### config.mk
export PLATFORM = sky130hd
export DESIGN_NAME = iec_regs
export DESIGN_NICKNAME = d
export VERILOG_FILES = /design/src/shared/iec_pkg.sv /design/src/design/iec_shadow_reg.sv /design/src/design/iec_regs.sv
export VERILOG_INCLUDE_DIRS = /design/src /design/src/shared
export SDC_FILE = /design/constraint.sdc
export NUM_CORES = 1
export LEC_CHECK = 0
export ABC_AREA = 0
export BUFFER_PORTS_ARGS = -buffer_cell sky130_fd_sc_hd__buf_2
export CAP_MARGIN = 20
export CORE_UTILIZATION = 44
export DETAILED_ROUTE_END_ITERATION = 10
export PLACE_DENSITY = 0.79
export SLEW_MARGIN = 20
export SYNTH_ARGS = -nofsm -noshare
export SYNTH_HDL_FRONTEND = slang
export SYNTH_SLANG_ARGS = --single-unit
### constraint.sdc
create_clock -name clk -period 1.72 [get_ports clk]
set_clock_uncertainty 0.1 [all_clocks]
set_input_delay 0.172 -clock clk [delete_from_list [all_inputs] [get_ports clk]]
set_output_delay 0.172 -clock clk [all_outputs]
set_load 0.01 [all_outputs]
### src/shared/iec_map.svh
`ifndef IEC_MAP_SVH
`define IEC_MAP_SVH

// ----------------------------------------------------------------------
// register addresses, one byte command form and one 16-bit form
// ----------------------------------------------------------------------
`define IEC_CMD_SUNLIGHT        8'he0
`define IEC_CMD_NOISE           8'he1
`define IEC_CMD_SHARPEN         8'he2
`define IEC_CMD_COLOUR          8'he3
`define IEC_PAR_SUNLIGHT        16'he000
`define IEC_PAR_NOISE           16'he100
`define IEC_PAR_SHARPEN         16'he200
`define IEC_PAR_COLOUR          16'he300

// ----------------------------------------------------------------------
// register width, reset value and masks of the bits that are stored
// ----------------------------------------------------------------------
`define IEC_REG_W               8
`define IEC_REG_RESET           8'h00
`define IEC_MASK_SUNLIGHT       8'h1f
`define IEC_MASK_NOISE          8'h13
`define IEC_MASK_SHARPEN        8'h1f
`define IEC_MASK_COLOUR         8'h01

// ----------------------------------------------------------------------
// field positions
// ----------------------------------------------------------------------
`define IEC_SUN_EN_BIT          4
`define IEC_SUN_LVL_MSB         3
`define IEC_SUN_LVL_LSB         0
`define IEC_NR_EN_BIT           4
`define IEC_NR_LVL_MSB          1
`define IEC_NR_LVL_LSB          0
`define IEC_SHP_EN_BIT          4
`define IEC_SHP_GAIN_MSB        3
`define IEC_SHP_GAIN_LSB        0
`define IEC_CC_EN_BIT           0

`endif

### src/shared/iec_pkg.sv
`default_nettype none

package iec_pkg;

    // ------------------------------------------------------------------
    // register slots of the bank, in address order
    // ------------------------------------------------------------------
    typedef enum logic [1:0] {
        IEC_SLOT_SUNLIGHT,
        IEC_SLOT_NOISE,
        IEC_SLOT_SHARPEN,
        IEC_SLOT_COLOUR
    } iec_slot_e;

    // ------------------------------------------------------------------
    // which write port a decoded access came from
    // ------------------------------------------------------------------
    typedef enum logic [1:0] {
        IEC_SRC_NONE,
        IEC_SRC_CMD,
        IEC_SRC_PAR
    } iec_src_e;

    typedef logic [7:0] iec_byte_t;

endpackage

`default_nettype wire

### src/design/iec_shadow_reg.sv
`include "iec_map.svh"
`default_nettype none

// ----------------------------------------------------------------------
// one control register: a staged copy written at once by the host and a
// live copy that the pixel path sees, loaded only on an apply strobe
// ----------------------------------------------------------------------
module iec_shadow_reg
    import iec_pkg::*;
#(
    parameter int                W    = `IEC_REG_W,
    parameter logic [W-1:0]      MASK = '1
) (
    // clock and reset
    input  wire logic            clk,
    input  wire logic            rst_n,
    input  wire logic            sw_reset,
    // host write
    input  wire logic            wr_en,
    input  wire logic [W-1:0]    wr_data,
    // frame boundary
    input  wire logic            apply,
    // state
    output logic [W-1:0]         live,
    output logic                 pending
);

    initial begin
        if (W < 1 || W > 16) begin
            $error("iec_shadow_reg: width out of range");
        end
    end

    logic [W-1:0] staged_r;
    logic [W-1:0] staged_nxt;
    logic [W-1:0] live_r;
    logic         pending_r;

    // unused upper bits are dropped on the way in
    assign staged_nxt = wr_en ? (wr_data & MASK) : staged_r;

    // ------------------------------------------------------------------
    // staged copy; software reset wins over a write in the same cycle
    // ------------------------------------------------------------------
    always_ff @(posedge clk or negedge rst_n) begin
        if (!rst_n) begin
            staged_r <= W'(`IEC_REG_RESET);
        end else if (sw_reset) begin
            staged_r <= W'(`IEC_REG_RESET);
        end else begin
            staged_r <= staged_nxt;
        end
    end

    // ------------------------------------------------------------------
    // live copy; a write in the apply cycle is taken at that boundary
    // ------------------------------------------------------------------
    always_ff @(posedge clk or negedge rst_n) begin
        if (!rst_n) begin
            live_r <= W'(`IEC_REG_RESET);
        end else if (sw_reset) begin
            live_r <= W'(`IEC_REG_RESET);
        end else if (apply) begin
            live_r <= staged_nxt;
        end
    end

    // ------------------------------------------------------------------
    // pending flag: a write sets it, apply clears it, apply also takes
    // that write so the two never race
    // ------------------------------------------------------------------
    always_ff @(posedge clk or negedge rst_n) begin
        if (!rst_n) begin
            pending_r <= 1'b0;
        end else if (sw_reset) begin
            pending_r <= 1'b0;
        end else if (apply) begin
            pending_r <= 1'b0;
        end else if (wr_en) begin
            pending_r <= 1'b1;
        end
    end

    assign live    = live_r;
    assign pending = pending_r;

endmodule

`default_nettype wire

### src/design/iec_regs.sv
`include "iec_map.svh"
`default_nettype none

module iec_regs
    import iec_pkg::*;
#(
    parameter int NUM_REGS = 4
) (
    // clock and reset
    input  wire logic       clk,
    input  wire logic       rst_n,
    input  wire logic       sw_reset,
    // display serial link, decoded command byte with one parameter
    input  wire logic       cmd_wr,
    input  wire logic [7:0] cmd_code,
    input  wire logic [7:0] cmd_param,
    // 16-bit serial interface, parameter address with data
    input  wire logic       par_wr,
    input  wire logic [15:0] par_addr,
    input  wire logic [7:0] par_data,
    // frame timing
    input  wire logic       frame_start,
    input  wire logic       frame_idle,
    // write handshake
    output logic            cmd_hit,
    output logic            par_hit,
    output logic            update_pending,
    // live settings for the pixel path
    output logic            sunlight_boost_enable,
    output logic [3:0]      sunlight_boost_level,
    output logic            noise_filter_enable,
    output logic [1:0]      noise_filter_level,
    output logic            sharpening_enable,
    output logic [3:0]      sharpening_gain,
    output logic            colour_calibration_enable,
    // pixel stream through the noise filter stage
    input  wire logic [23:0] pix_raw,
    input  wire logic [23:0] pix_filtered,
    output logic [23:0]     pix_out
);

    initial begin
        if (NUM_REGS != 4) begin
            $error("iec_regs: the bank holds exactly four registers");
        end
    end

    // ------------------------------------------------------------------
    // address decode
    // ------------------------------------------------------------------
    logic            cmd_match;
    logic            par_match;
    iec_slot_e       cmd_slot;
    iec_slot_e       par_slot;
    iec_src_e        src;
    iec_slot_e       wr_slot;
    iec_byte_t       wr_byte;
    logic [NUM_REGS-1:0] wr_vec;

    // command byte form; no power state gates the decode
    always_comb begin
        cmd_match = 1'b1;
        cmd_slot  = IEC_SLOT_SUNLIGHT;
        if (cmd_code == `IEC_CMD_SUNLIGHT) begin
            cmd_slot = IEC_SLOT_SUNLIGHT;
        end else if (cmd_code == `IEC_CMD_NOISE) begin
            cmd_slot = IEC_SLOT_NOISE;
        end else if (cmd_code == `IEC_CMD_SHARPEN) begin
            cmd_slot = IEC_SLOT_SHARPEN;
        end else if (cmd_code == `IEC_CMD_COLOUR) begin
            cmd_slot = IEC_SLOT_COLOUR;
        end else begin
            cmd_match = 1'b0;
        end
    end

    // 16-bit form; only parameter index 00 of each register exists
    always_comb begin
        par_match = 1'b1;
        par_slot  = IEC_SLOT_SUNLIGHT;
        if (par_addr == `IEC_PAR_SUNLIGHT) begin
            par_slot = IEC_SLOT_SUNLIGHT;
        end else if (par_addr == `IEC_PAR_NOISE) begin
            par_slot = IEC_SLOT_NOISE;
        end else if (par_addr == `IEC_PAR_SHARPEN) begin
            par_slot = IEC_SLOT_SHARPEN;
        end else if (par_addr == `IEC_PAR_COLOUR) begin
            par_slot = IEC_SLOT_COLOUR;
        end else begin
            par_match = 1'b0;
        end
    end

    // the two ports are alternatives; the command link wins a collision
    assign cmd_hit = cmd_wr & cmd_match;
    assign par_hit = par_wr & par_match & ~cmd_hit;

    always_comb begin
        src     = IEC_SRC_NONE;
        wr_slot = IEC_SLOT_SUNLIGHT;
        wr_byte = 8'h00;
        if (cmd_hit) begin
            src     = IEC_SRC_CMD;
            wr_slot = cmd_slot;
            wr_byte = cmd_param;
        end else if (par_hit) begin
            src     = IEC_SRC_PAR;
            wr_slot = par_slot;
            wr_byte = par_data;
        end
    end

    // ------------------------------------------------------------------
    // register slots
    // ------------------------------------------------------------------
    localparam logic [NUM_REGS*8-1:0] SLOT_MASKS = {
        `IEC_MASK_COLOUR,
        `IEC_MASK_SHARPEN,
        `IEC_MASK_NOISE,
        `IEC_MASK_SUNLIGHT
    };

    logic [7:0]          live_val [NUM_REGS];
    logic [NUM_REGS-1:0] pend_vec;
    logic                apply;

    // with frames halted (sleep, display off) there is no boundary to
    // wait for, so staged values go live at once
    assign apply = frame_start | frame_idle;

    generate
        for (genvar i = 0; i < NUM_REGS; i++) begin : g_slot
            assign wr_vec[i] = (src != IEC_SRC_NONE)
                             && (wr_slot == iec_slot_e'(i));
            iec_shadow_reg #(
                .W    (8),
                .MASK (SLOT_MASKS[i*8 +: 8])
            ) u_reg (
                .clk      (clk),
                .rst_n    (rst_n),
                .sw_reset (sw_reset),
                .wr_en    (wr_vec[i]),
                .wr_data  (wr_byte),
                .apply    (apply),
                .live     (live_val[i]),
                .pending  (pend_vec[i])
            );
        end
    endgenerate

    assign update_pending = |pend_vec;

    // ------------------------------------------------------------------
    // field extraction from the live copies
    // ------------------------------------------------------------------
    assign sunlight_boost_enable =
        live_val[IEC_SLOT_SUNLIGHT][`IEC_SUN_EN_BIT];
    assign sunlight_boost_level =
        live_val[IEC_SLOT_SUNLIGHT][`IEC_SUN_LVL_MSB:`IEC_SUN_LVL_LSB];
    assign noise_filter_enable =
        live_val[IEC_SLOT_NOISE][`IEC_NR_EN_BIT];
    assign noise_filter_level =
        live_val[IEC_SLOT_NOISE][`IEC_NR_LVL_MSB:`IEC_NR_LVL_LSB];
    assign sharpening_enable =
        live_val[IEC_SLOT_SHARPEN][`IEC_SHP_EN_BIT];
    assign sharpening_gain =
        live_val[IEC_SLOT_SHARPEN][`IEC_SHP_GAIN_MSB:`IEC_SHP_GAIN_LSB];
    assign colour_calibration_enable =
        live_val[IEC_SLOT_COLOUR][`IEC_CC_EN_BIT];

    // ------------------------------------------------------------------
    // noise filter bypass, registered so the pixel output is a flop
    // ------------------------------------------------------------------
    always_ff @(posedge clk or negedge rst_n) begin
        if (!rst_n) begin
            pix_out <= 24'h000000;
        end else if (noise_filter_enable) begin
            pix_out <= pix_filtered;
        end else begin
            pix_out <= pix_raw;
        end
    end

endmodule

`default_nettype wire

* Word-level counts from Yosys, hierarchy flattened
Cells that the tools add are included.
Storage, ports and cells: flip-flop bits (word level) 76, input bits 95, word-level logic and storage cells 92
Operators by class: eq/ne operators 11, mux-type cells 51, bitwise gates (word level) 5, reductions and logical operators 12
Operator list (number):
- $eq A16 B16 Y1 const B | 4
- $mux W8 | 8
- $mux W5 | 8
- $eq A8 B8 Y1 const B | 4
- $mux W2 | 12
- $mux W24 | 1
- $mux W1 | 22
- $reduce_bool A3 Y1 | 4
- $eq A2 B2 Y1 const B | 2
- $logic_and A1 B1 Y1 | 4
- $reduce_bool A2 Y1 | 2
- $reduce_or A4 Y1 | 1
- $and A1 B1 Y1 | 3
- $eq A2 B1 Y1 const B | 1
- $logic_not A2 Y1 | 1
- $not A1 Y1 | 1
- $or A1 B1 Y1 | 1

* Depth between registers and ports, before layout
Gate-level depths: netlist of the first run.
depth after elaboration 15, mapped depth 6

* By module
A second synthesis of the first run with hierarchy kept.
Unflattened totals: cell total of the unflattened synthesis 318, area, all modules 3877.5 µm²
Modules (own cells, without submodules):
- iec_regs | times used 1, cells each 96, area an instance 1194.9 µm²
- iec_shadow_reg at g_slot[2].u_reg | times used 1, cells each 56, area an instance 674.4 µm²
- iec_shadow_reg at g_slot[1].u_reg | times used 1, cells each 55, area an instance 670.6 µm²
- iec_shadow_reg at g_slot[3].u_reg | times used 1, cells each 55, area an instance 669.4 µm²
- iec_shadow_reg at g_slot[0].u_reg | times used 1, cells each 56, area an instance 668.1 µm²

* Worst setup path after synthesis of the first run
No wires, ideal clock.
path type input to register, start point input cmd_code[3], end point register g_slot[0].u_reg.live_r[2], arrival 1701 ps, data required time 1486 ps, slack -215 ps, stages 5, buffers on the path 0, cell sequence or4b_4 > or4_4 > o41a_4 > a221oi_2 > o31ai_1
On the way: word-level cells in the longest chain between the ends 15, elaborated cells between the ends (all ways) 27
Ends and longest elaborated chain:
- start, declared | line iec_regs.sv:15 | input wire logic [7:0] cmd_code,
- $eq A8 B8 Y1 (no source line)
- $mux W1 | line iec_regs.sv:70 | end else if (cmd_code == `IEC_CMD_COLOUR) begin
- $mux W1 | line iec_regs.sv:68 | end else if (cmd_code == `IEC_CMD_SHARPEN) begin
- $mux W1 | line iec_regs.sv:66 | end else if (cmd_code == `IEC_CMD_NOISE) begin
- $mux W1 | line iec_regs.sv:64 | if (cmd_code == `IEC_CMD_SUNLIGHT) begin
- $and A1 B1 Y1 | line iec_regs.sv:95 | assign cmd_hit = cmd_wr & cmd_match;
- $not A1 Y1 | line iec_regs.sv:96 | assign par_hit = par_wr & par_match & ~cmd_hit;
- $and A1 B1 Y1 | line iec_regs.sv:96
- $mux W2 | line iec_regs.sv:106 | end else if (par_hit) begin
- $mux W2 | line iec_regs.sv:102 | if (cmd_hit) begin
- $reduce_bool A2 Y1 or $logic_not A2 Y1 (tied branches) | line iec_regs.sv:133, iec_regs.sv:134
- $logic_and A1 B1 Y1 | line iec_regs.sv:134 | && (wr_slot == iec_slot_e'(i));
- $mux W8 * | line iec_shadow_reg.sv:40 | assign staged_nxt = wr_en ? (wr_data & MASK) : staged_r;
- $mux W5 * | line iec_shadow_reg.sv:63 | end else if (apply) begin
- $mux W5 * | line iec_shadow_reg.sv:61 | end else if (sw_reset) begin
- end signal, assigned | line iec_shadow_reg.sv:60 | live_r <= W'(`IEC_REG_RESET);
- end signal, assigned | line iec_shadow_reg.sv:62 | live_r <= W'(`IEC_REG_RESET);
- end signal, assigned | line iec_shadow_reg.sv:64 | live_r <= staged_nxt;
- end, declared | line iec_shadow_reg.sv:36 | logic [W-1:0] live_r;
Every way passes the cells marked *; elsewhere a longest branch is shown, timed or not. The select of a mux whose other input is x is not followed. A chain may end at the register's enable or synchronous reset.

* Final worst setup path of the first run
start point input cmd_code[2], end point output par_hit
On the way: word-level cells in the longest chain between the ends 8, elaborated cells between the ends (all ways) 11
Ends and longest elaborated chain:
- $eq A8 B8 Y1 (no source line)
- $mux W1 | line iec_regs.sv:70
- $mux W1 | line iec_regs.sv:68
- $mux W1 | line iec_regs.sv:66
- $mux W1 * | line iec_regs.sv:64
- $and A1 B1 Y1 * | line iec_regs.sv:95
- $not A1 Y1 * | line iec_regs.sv:96
- $and A1 B1 Y1 * | line iec_regs.sv:96
- end, declared | line iec_regs.sv:26 | output logic par_hit,
Every way passes the cells marked *; elsewhere a longest branch is shown, timed or not.

==> results of run 1 <==
==> synthesized netlist by cell type, types with 2 or more instances <==
master	n
sky130_fd_sc_hd__dfrtp_1	56
sky130_fd_sc_hd__mux2_2	24
sky130_fd_sc_hd__nor2_1	19
sky130_fd_sc_hd__nand2_1	15
sky130_fd_sc_hd__nor3_1	14
sky130_fd_sc_hd__o31ai_1	12
sky130_fd_sc_hd__clkbuf_1	8
sky130_fd_sc_hd__nor2_4	6
sky130_fd_sc_hd__o21a_1	5
sky130_fd_sc_hd__o21ai_0	4
sky130_fd_sc_hd__nand4b_1	3
sky130_fd_sc_hd__o2bb2ai_1	3
sky130_fd_sc_hd__o31ai_2	3
sky130_fd_sc_hd__a221oi_1	2
sky130_fd_sc_hd__a221oi_2	2
sky130_fd_sc_hd__and3_1	2
sky130_fd_sc_hd__nand3_1	2
sky130_fd_sc_hd__nand4_1	2
sky130_fd_sc_hd__nor4_1	2
sky130_fd_sc_hd__nor4b_1	2
==> area by class of cell <==
class,instances,share of cell area [%]
sequential,56,37.1
clock inverter,3,1.13
multi-input combinational,134,29.7
timing repair buffer,170,27.9
inverter,1,0.0993
tap,70,2.32
clock buffer,5,1.82
==> where the power goes <==
part / total [mW] / internal, mW / switching (mW)
clock: 0.837 / 0.431 / 0.406
combinational: 0.330 / 0.174 / 0.156
sequential: 1.35 / 1.35 / 0.00878
==> per-stage QoR <==
stage / hold WS (ns) / util (%) / setup TNS, ns / cell area [µm²] / setup slack (ns)
after floorplan: -0.224 / - / -2.65 / 2530 / -0.214
after global placement: 0.0907 / 63.0 / -7.43 / 3320 / -0.309
after detailed placement: 0.0953 / 63.0 / -9.05 / 3320 / -0.362
after CTS: 0.000648 / 71.2 / -0.0209 / 3750 / -0.0209
after global routing: 0.000790 / 71.7 / -0.113 / 3780 / -0.0348
final: 0.0108 / 71.7 / -0.00880 / 3780 / -0.00880
==> layer usage <==
metal / routed length (µm) / part of all wire (%) / vias up / GRT usage [%]
met2: 3800 / 53 / 108 / 47.1
met4: 56 / 0.79 / 0 / 7.12
met3: 446 / 6.3 / 5 / 5.24
met1: 2810 / 40 / 1106 / 29.5
met5: 0 / 0 / - / 0
li1: - / - / 1074 / -
==> registers in the layout, indices dropped and copies added, names as in the netlist <==
register               cells
pix_out                   24
g_slot.u_reg.staged_r     14
g_slot.u_reg.pending       4
g_slot.u_reg.live         14
==> what timing repair did <==
item                       CTS  global route
cloned                       0             0
pin swaps                    5             5
buffers inserted             4             1
gates resized for setup     10             4
hold endpoints to repair    69             0
hold buffers                23             0
setup endpoints to repair   13            19
==> how the worst min path moves through the flow <==
stage / cells after the start / startpoint / endpoint
6_report: 2 / pix_raw[15] / pix_out[15]
3_3_place_gp: 2 / rst_n / g_slot[0].u_reg.staged_r[2]
2_1_floorplan: 0 / rst_n / g_slot[0].u_reg.live[0]
4_1_cts: 2 / pix_raw[0] / pix_out[0]
3_5_place_dp: 2 / rst_n / g_slot[1].u_reg.live[0]
5_1_grt: 2 / pix_filtered[18] / pix_out[18]
==> cell families after synthesis <==
group	after synthesis	synth area share [%]
simple gates	73	16.7
flops	56	56.8
compound gates	37	13.8
mux	24	10.9
buf+inv	11	1.82
==> placed cells by master (no fill, tap or decap), types with 7 or more instances in the layout <==
master,n
sky130_fd_sc_hd__dlygate4sd3_1,23
sky130_fd_sc_hd__nor2_4,7
sky130_fd_sc_hd__mux2_2,24
sky130_fd_sc_hd__o31ai_1,9
sky130_fd_sc_hd__buf_4,14
sky130_fd_sc_hd__nand2_1,15
sky130_fd_sc_hd__dfrtp_1,56
sky130_fd_sc_hd__buf_2,126
sky130_fd_sc_hd__nor2_1,18
sky130_fd_sc_hd__nor3_1,14
==> impl_metrics.ini, run 1 <==
[outcome]
status = finished, violations left
violations = negative setup slack

[cells_and_area]
multi_input_comb_area_um2 = 1120
cell_count_final_fillers_out = 439
final_layout_size_suffix_gt1_share_pct = 56.1
design.final.nets = 463
layout-area-overhead-vs-synth_pct = 53.1
num_antenna_cells = 0
n_fill_cell = 379
area.sequential_um2 = 1400

[timing]
tightest_slew_ns = 0.489
final.min_clock_period_ns = 1.73
timing_max_transition_violations_final = 0
timing_hold_violations_final = 0
final.setup.worst_slack_ns = -0.00880
max_clk_rate_mhz = 578
worst_slew_margin_relative_to_its_limit_pct = 67.3
rsz0062_at_grt = true
part_of_the_cycle_the_worst_path_needs_pct = 101
finalSetupViolCount = 1

[synthesis]
synthesis.area_um2 = 2470
postSynthCellCount = 201
ys.flop_type = sky130_fd_sc_hd__dfrtp_1
synth.top_cell.area_share_pct = 56.8
synth_enable_flop_cells = 0
synth.yosys.warnings = 0
synth.distinct_cells = 35
synth-seq-area-share_pct = 56.8
synth.largest_area_cell = sky130_fd_sc_hd__dfrtp_1
synth.ff_latch_count = 56
ys_top_cells_by_area = sky130_fd_sc_hd__dfrtp_1 (57%), sky130_fd_sc_hd__mux2_2 (11%), sky130_fd_sc_hd__o31ai_1 (3.6%), sky130_fd_sc_hd__nor2_1 (2.9%), sky130_fd_sc_hd__nor3_1 (2.8%)
syn_area_per_cell_um2 = 12.3
async_flop_share_pct = 100
synth_fp_nets = 296

[critical_path]
bufs_and_invs_on_worst_path = 5
worstPathRequired_ns = 1.45
timing.critical_path.cells = buf_6 -> or4b_4 -> buf_6 -> nor2_4 -> buf_6 -> nor2_4 -> buf_6 -> buf_6
worstRegToRegCells = 2
critPathKind = primary input to primary output
critical_path.endpoint = par_hit
critPathArrivalTime_ns = 1.46
critPathTopFamily = simple AND/OR/NAND/NOR gates
timing.critical_path.mode_cell = sky130_fd_sc_hd__buf_6
delay_contributed_by_the_slowest_stage_of_the_critical_path_ns = 0.53
worst_setup_path_startpoint = cmd_code[2]
worstSetupEndpointType = primary output
crit_path_start_kind = primary input
slowest_stage = sky130_fd_sc_hd__or4b_4
critical_path.max_fanout = 5
path_depth = 8
ff_to_ff_setup_slack_ns = 0.45
timing.rr.start = g_slot[1].u_reg.live[4]
r2r-end = pix_out[11]

[clock_tree]
tritoncts = yes
cts-root-buf = sky130_fd_sc_hd__clkbuf_8
clk_pin_slew_ns = 0.09
tritoncts.num_buffers = 5
cts.sinks = 56
clk_path_buf_depth = 2
h-tree-depth = 2
latest_clock_arrival_within_the_worst_skew_pair_ns = 0.30

[route]
drc = 0
post_drt_wl_per_cell_um = 16.2
detailedRoute.firstIterationViolations = 60
drtPass1Iterations = 4
viasPerCell = 5.22
dr_total_vias = 2293
final_antenna_net_count = 0
route.final.wire_length_um = 7110

[power]
power.ir.vdd_worst_v = 0.000421
static-leakage-power_nw = 1.88
power_density_nw_per_um2 = 667
total_chip_power_mw = 2.52

[placement]
detailed_placement_hpwl_um = 4660
gp_congestion = 0.805
numPlacedInstances = 403
numPortBuffers = 129

[global_routing]
groute.usage.overall_pct = 25.5
grt_pass1_wl_um = 11700
antenna_found_initial = 0
gr-total-overflow = 0
largest_net_degree_at_the_start_of_global_routing = 57
grt_pass1_vias = 2344

[floorplanning]
die-area_um2 = 5910
dieWidth_um = 76.9
dieHeight_um = 76.9
design.core.area_um2 = 5270
io_pins = 136
initial_core_utilization_pct = 46.8
rows = 26

[worst_hold_path]
worstHoldPathType = primary input to flip-flop

[flow_run]
maxCapViolations = 0
No activity file was read; power rests on OpenSTA's default activity.
==> run 2, diff against run 1 <==
--- a/config.mk
+++ b/config.mk
@@ -7,7 +7,7 @@
 export NUM_CORES = 1
 export LEC_CHECK = 0
 export ABC_AREA = 0
-export BUFFER_PORTS_ARGS = -buffer_cell sky130_fd_sc_hd__buf_2
+export BUFFER_PORTS_ARGS = -buffer_cell sky130_fd_sc_hd__buf_4
 export CAP_MARGIN = 20
 export CORE_UTILIZATION = 44
 export DETAILED_ROUTE_END_ITERATION = 10
==> constraint.sdc (replaced) <==
create_clock -name clk -period 1.62 [get_ports clk]
set_clock_uncertainty 0.1 [all_clocks]
set_input_delay 0.162 -clock clk [delete_from_list [all_inputs] [get_ports clk]]
set_output_delay 0.162 -clock clk [all_outputs]
set_load 0.01 [all_outputs]
==> impl_metrics.ini, run 2 (synthesis results as in run 1) <==
[cells_and_area]
num_antenna_cells = 0
design.final.nets = 490
layout.core_utilization_pct = 87.4
cell_count_final_fillers_out = 466
n_fill_cell = 221
layout.cell_area.non_filler_um2 = 4610
final_layout_size_suffix_gt1_share_pct = 60.9
layout-area-overhead-vs-synth_pct = 86.7
mostFrequentLayoutCell = sky130_fd_sc_hd__buf_4
largest_register_ff_count = 24
final_cell_mix = sky130_fd_sc_hd__buf_4 (136), sky130_fd_sc_hd__dfrtp_1 (56), sky130_fd_sc_hd__dlygate4sd3_1 (46)
top_register = pix_out

[critical_path]
bufs_and_invs_on_worst_path = 4
worstSetupEndpointType = flip-flop
critPathArrivalTime_ns = 1.90
path_depth = 9
timing.critical_path.mode_cell = sky130_fd_sc_hd__buf_6
delay_contributed_by_the_slowest_stage_of_the_critical_path_ns = 0.53
critPathKind = primary input to flip-flop
timing.critical_path.cells = buf_4 -> or4b_4 -> buf_6 -> nor2_4 -> buf_6 -> buf_12 -> o41ai_4 -> nor2_1 -> o31ai_1
r2r-end = pix_out[15]
ff_to_ff_setup_slack_ns = 0.42
crit_path_start_kind = primary input
timing.rr.start = g_slot[1].u_reg.live[4]
worstPathRequired_ns = 1.72
critical_path.max_fanout = 6
slowest_stage = sky130_fd_sc_hd__o41ai_4
critPathTopFamily = compound AO/OA/AOI/OAI gates
worstRegToRegCells = 2

[timing]
setup_tns_ns = -2.03
finalSetupViolCount = 30
max_clk_rate_mhz = 555
final.min_clock_period_ns = 1.80
timing_max_transition_violations_final = 0
timing_hold_violations_final = 0
final.setup.worst_slack_ns = -0.180
rsz0062_at_grt = true
tightest_slew_ns = 0.693
worst_slew_margin_relative_to_its_limit_pct = 53.8
part_of_the_cycle_the_worst_path_needs_pct = 111

[route]
drc = 0
final_antenna_net_count = 0
post_drt_wl_per_cell_um = 21.2
viasPerCell = 5.64
drtPass1Iterations = 4
dr_total_vias = 2626
detailedRoute.firstIterationViolations = 147
route.final.wire_length_um = 9880

[worst_hold_path]
hold_path_end = pix_out[15]
worstHoldPathType = primary input to flip-flop
hold_start = pix_filtered[15]
hold_depth = 2

[outcome]
violations = negative setup slack
status = finished, violations left

[global_routing]
grt_pass1_vias = 2748
gr-total-overflow = 0
grt_pass1_wl_um = 14100
groute.usage.overall_pct = 31.4
largest_net_degree_at_the_start_of_global_routing = 57
antenna_found_initial = 0

[floorplanning]
design.core.area_um2 = 5270
die-area_um2 = 5910
dieWidth_um = 76.9
dieHeight_um = 76.9
rows = 26
io_pins = 136
initial_core_utilization_pct = 46.8

[placement]
gp_congestion = 0.743
detailed_placement_hpwl_um = 5010
numPortBuffers = 129
post_dp_cell_area_um2 = 3670
numPlacedInstances = 405

[clock_tree]
clk_path_buf_depth = 2
cts-root-buf = sky130_fd_sc_hd__clkbuf_8
tritoncts = yes
cts.sinks = 56
clk_pin_slew_ns = 0.10
h-tree-depth = 2
latest_clock_arrival_within_the_worst_skew_pair_ns = 0.31
tritoncts.num_buffers = 5

[power]
static-leakage-power_nw = 2.15
power_density_nw_per_um2 = 638
power.ir.vdd_worst_v = 0.000457

[flow_run]
maxCapViolations = 0
[run 2: final cells by class]
type | instances | area [µm²] | share of cell area [%]
well taps | 70 | 87.6 | 1.90
clock buffers | 7 | 96.3 | 2.09
flip-flops and latches | 56 | 1400 | 30.4
inverters | 1 | 3.75 | 0.0815
clock inverters | 1 | 30.0 | 0.652
multi-input cells | 134 | 1300 | 28.3
repair buffers | 197 | 1690 | 36.6
[run 2: power breakdown]
group	internal [mW]	total [mW]	switching [mW]
combinational	0.297	0.503	0.206
clock	0.546	0.994	0.448
sequential	1.43	1.44	0.0135
[run 2: worst max path at each step]
| stage | slack, ns | end | startpoint |
|---|---|---|---|
| after floorplan | -0.30 | g_slot[0].u_reg.live[2] | cmd_code[3] |
| after global placement | -0.43 | g_slot[0].u_reg.live[2] | cmd_code[5] |
| after detailed placement | -0.47 | g_slot[0].u_reg.live[1] | cmd_code[5] |
| after CTS | -0.11 | par_hit | cmd_code[4] |
| after global routing | -0.30 | g_slot[2].u_reg.live[3] | cmd_code[5] |
| final | -0.18 | g_slot[2].u_reg.live[3] | cmd_code[5] |
[run 2: per-layer routing]
layer  vias up  GRT usage (%)  part of all wire (%)
li1       1126              -                     -
met1      1278           37.5                    38
met2       185           54.8                    50
met3        37           7.38                   8.3
met4         0           11.2                   3.7
met5         -              0                     0
[run 2: what timing repair did]
item | CTS | global route
endpoints found under the setup margin | 30 | 32
buffers inserted | 3 | 4
hold buffers | 43 | 3
pin swaps | 7 | 17
hold endpoints to repair | 78 | 2
gates resized for setup | 9 | 49
[run 2: stage by stage]
step	total power, mW	hold WS [ns]	setup WS [ns]
3_3_place_gp	1.82	0.145	-0.430
5_1_grt	3.03	-0.0000224	-0.296
3_5_place_dp	1.83	0.153	-0.473
4_1_cts	2.88	0.00138	-0.106
6_report	2.94	0.00818	-0.180
2_1_floorplan	1.55	-0.234	-0.304
==> run 3, diff against run 2 <==
--- a/config.mk
+++ b/config.mk
@@ -9,10 +9,12 @@
 export ABC_AREA = 0
 export BUFFER_PORTS_ARGS = -buffer_cell sky130_fd_sc_hd__buf_4
 export CAP_MARGIN = 20
-export CORE_UTILIZATION = 44
+export CORE_ASPECT_RATIO = 1.2
+export CORE_UTILIZATION = 51
 export DETAILED_ROUTE_END_ITERATION = 10
-export PLACE_DENSITY = 0.79
+export PLACE_DENSITY = 0.81
 export SLEW_MARGIN = 20
 export SYNTH_ARGS = -nofsm -noshare
 export SYNTH_HDL_FRONTEND = slang
+export SYNTH_HIERARCHICAL = 1
 export SYNTH_SLANG_ARGS = --single-unit
==> impl_metrics.ini, run 3 <==
[route]
drtPass1Iterations = 6
route.final.wire_length_um = 10600
detailedRoute.firstIterationViolations = 186
viasPerCell = 5.93
drc = 0
post_drt_wl_per_cell_um = 24.0
dr_total_vias = 2615
final_antenna_net_count = 0

[worst_hold_path]
hold_start = sw_reset
worstHoldPathType = primary input to flip-flop

[global_routing]
gr-total-overflow = 0
antenna_found_initial = 0
grt_pass1_vias = 2637
groute.usage.overall_pct = 37.0
grt_pass1_wl_um = 13600
largest_net_degree_at_the_start_of_global_routing = 57

[placement]
post_dp_cell_area_um2 = 3510
numPortBuffers = 129
detailed_placement_hpwl_um = 4300
gp_congestion = 0.756
numPlacedInstances = 379

[cells_and_area]
largest_register_ff_count = 24
multi_input_comb_area_um2 = 1110
mostFrequentLayoutCell = sky130_fd_sc_hd__buf_4
num_antenna_cells = 0
layout.core_utilization_pct = 93.7
layout-area-overhead-vs-synth_pct = 76.0
layout.cell_area.non_filler_um2 = 4340
final_layout_size_suffix_gt1_share_pct = 54.6
design.final.nets = 477
cell_count_final_fillers_out = 441
area.sequential_um2 = 1400
n_fill_cell = 142
final_cell_mix = sky130_fd_sc_hd__buf_4 (140), sky130_fd_sc_hd__dfrtp_1 (56), sky130_fd_sc_hd__dlygate4sd3_1 (49)
top_register = pix_out

[flow_run]
maxCapViolations = 0

[synthesis]
synthesis.area_um2 = 2460
synth.yosys.warnings = 6
synth_fp_nets = 296
syn_area_per_cell_um2 = 12.3
postSynthCellCount = 201

[critical_path]
timing.critical_path.mode_cell = sky130_fd_sc_hd__buf_4
critPathKind = primary input to flip-flop
slowest_stage = sky130_fd_sc_hd__mux2i_1
worstPathRequired_ns = 1.68
critPathArrivalTime_ns = 2.05
worstRegToRegCells = 2
ff_to_ff_setup_slack_ns = 0.42
critical_path.endpoint = g_slot[0].u_reg/live[2]
critPathTopFamily = buffers and inverters
delay_contributed_by_the_slowest_stage_of_the_critical_path_ns = 0.37
bufs_and_invs_on_worst_path = 3
path_depth = 8
critical_path.max_fanout = 7
timing.critical_path.cells = buf_4 -> nor4b_2 -> nand4_1 -> buf_4 -> o41ai_4 -> buf_6 -> mux2i_1 -> a211oi_1
worst_setup_path_startpoint = par_addr[11]
crit_path_start_kind = primary input
r2r-end = pix_out[15]
worstSetupEndpointType = flip-flop
timing.rr.start = g_slot[1].u_reg/live[4]

[power]
total_chip_power_mw = 3.01
static-leakage-power_nw = 2.01
power.ir.vdd_worst_v = 0.000638
power_density_nw_per_um2 = 695

[timing]
final.hold.worst_slack_ns = 0.149
part_of_the_cycle_the_worst_path_needs_pct = 122
rsz0062_at_grt = true
finalSetupViolCount = 24
final.setup.worst_slack_ns = -0.362
max_clk_rate_mhz = 504
final.min_clock_period_ns = 1.98
timing_max_transition_violations_final = 0
tightest_slew_ns = 0.691
timing_hold_violations_final = 0
worst_slew_margin_relative_to_its_limit_pct = 53.9

[floorplanning]
dieWidth_um = 65.5
die-area_um2 = 5120
design.core.area_um2 = 4630
io_pins = 136
initial_core_utilization_pct = 53.3
rows = 27
dieHeight_um = 78.2

[outcome]
status = finished, violations left
violations = negative setup slack

[clock_tree]
latest_clock_arrival_within_the_worst_skew_pair_ns = 0.32
clk_pin_slew_ns = 0.10
tritoncts = yes
cts-root-buf = sky130_fd_sc_hd__clkbuf_8
clk_path_buf_depth = 2
h-tree-depth = 2
tritoncts.num_buffers = 5
cts.sinks = 56
[run 3: how the worst min path moves through the flow]
stage,cells past startpoint,end
2_1_floorplan,0,g_slot[0].u_reg/live[0]
6_report,2,g_slot[0].u_reg/staged_r[1]
4_1_cts,2,g_slot[2].u_reg/staged_r[3]
5_1_grt,2,g_slot[0].u_reg/staged_r[1]
3_5_place_dp,1,g_slot[0].u_reg/live[0]
3_3_place_gp,1,g_slot[0].u_reg/live[1]
[run 3: stage by stage]
| step | setup TNS [ns] | setup WS [ns] |
|---|---|---|
| floorplan | -1.72 | -0.122 |
| detailed placement | -9.43 | -0.420 |
| finish | -3.04 | -0.362 |
| CTS | -0.0167 | -0.0167 |
| global placement | -8.46 | -0.356 |
| global route | -3.44 | -0.404 |
[run 3: where the power goes]
part           switching [mW]  leakage, nW  internal, mW
Clock                   0.483       0.0541         0.458
Sequential             0.0293        0.721          1.45
Combinational           0.248         1.23         0.346
[run 3: layout make-up]
cell class / instances / area share, %
inverter: 3 / 0.375
multi-input combinational: 120 / 25.5
clock buffer: 5 / 1.59
clock inverter: 3 / 0.981
timing repair buffer: 196 / 37.6
tap: 58 / 1.67
sequential: 56 / 32.3
[run 3: metal layers]
metal	vias to the layer above	wire (µm)	track usage (%)	part of all wire, %
li1	1062	-	-	-
met1	1288	3680	45.1	35
met2	227	5480	60.2	52
met3	38	1000	11.3	9.5
met4	0	404	16.1	3.8
met5	-	0	0	0
[run 3: repair_timing]
item / 4_1_cts / 5_1_grt
resized for setup: 14 / 18
hold endpoints to repair: 80 / 0
buffers inserted: 3 / 2
pin swaps: 2 / 3
endpoints found under the setup margin: 13 / 24
hold buffers: 49 / 0
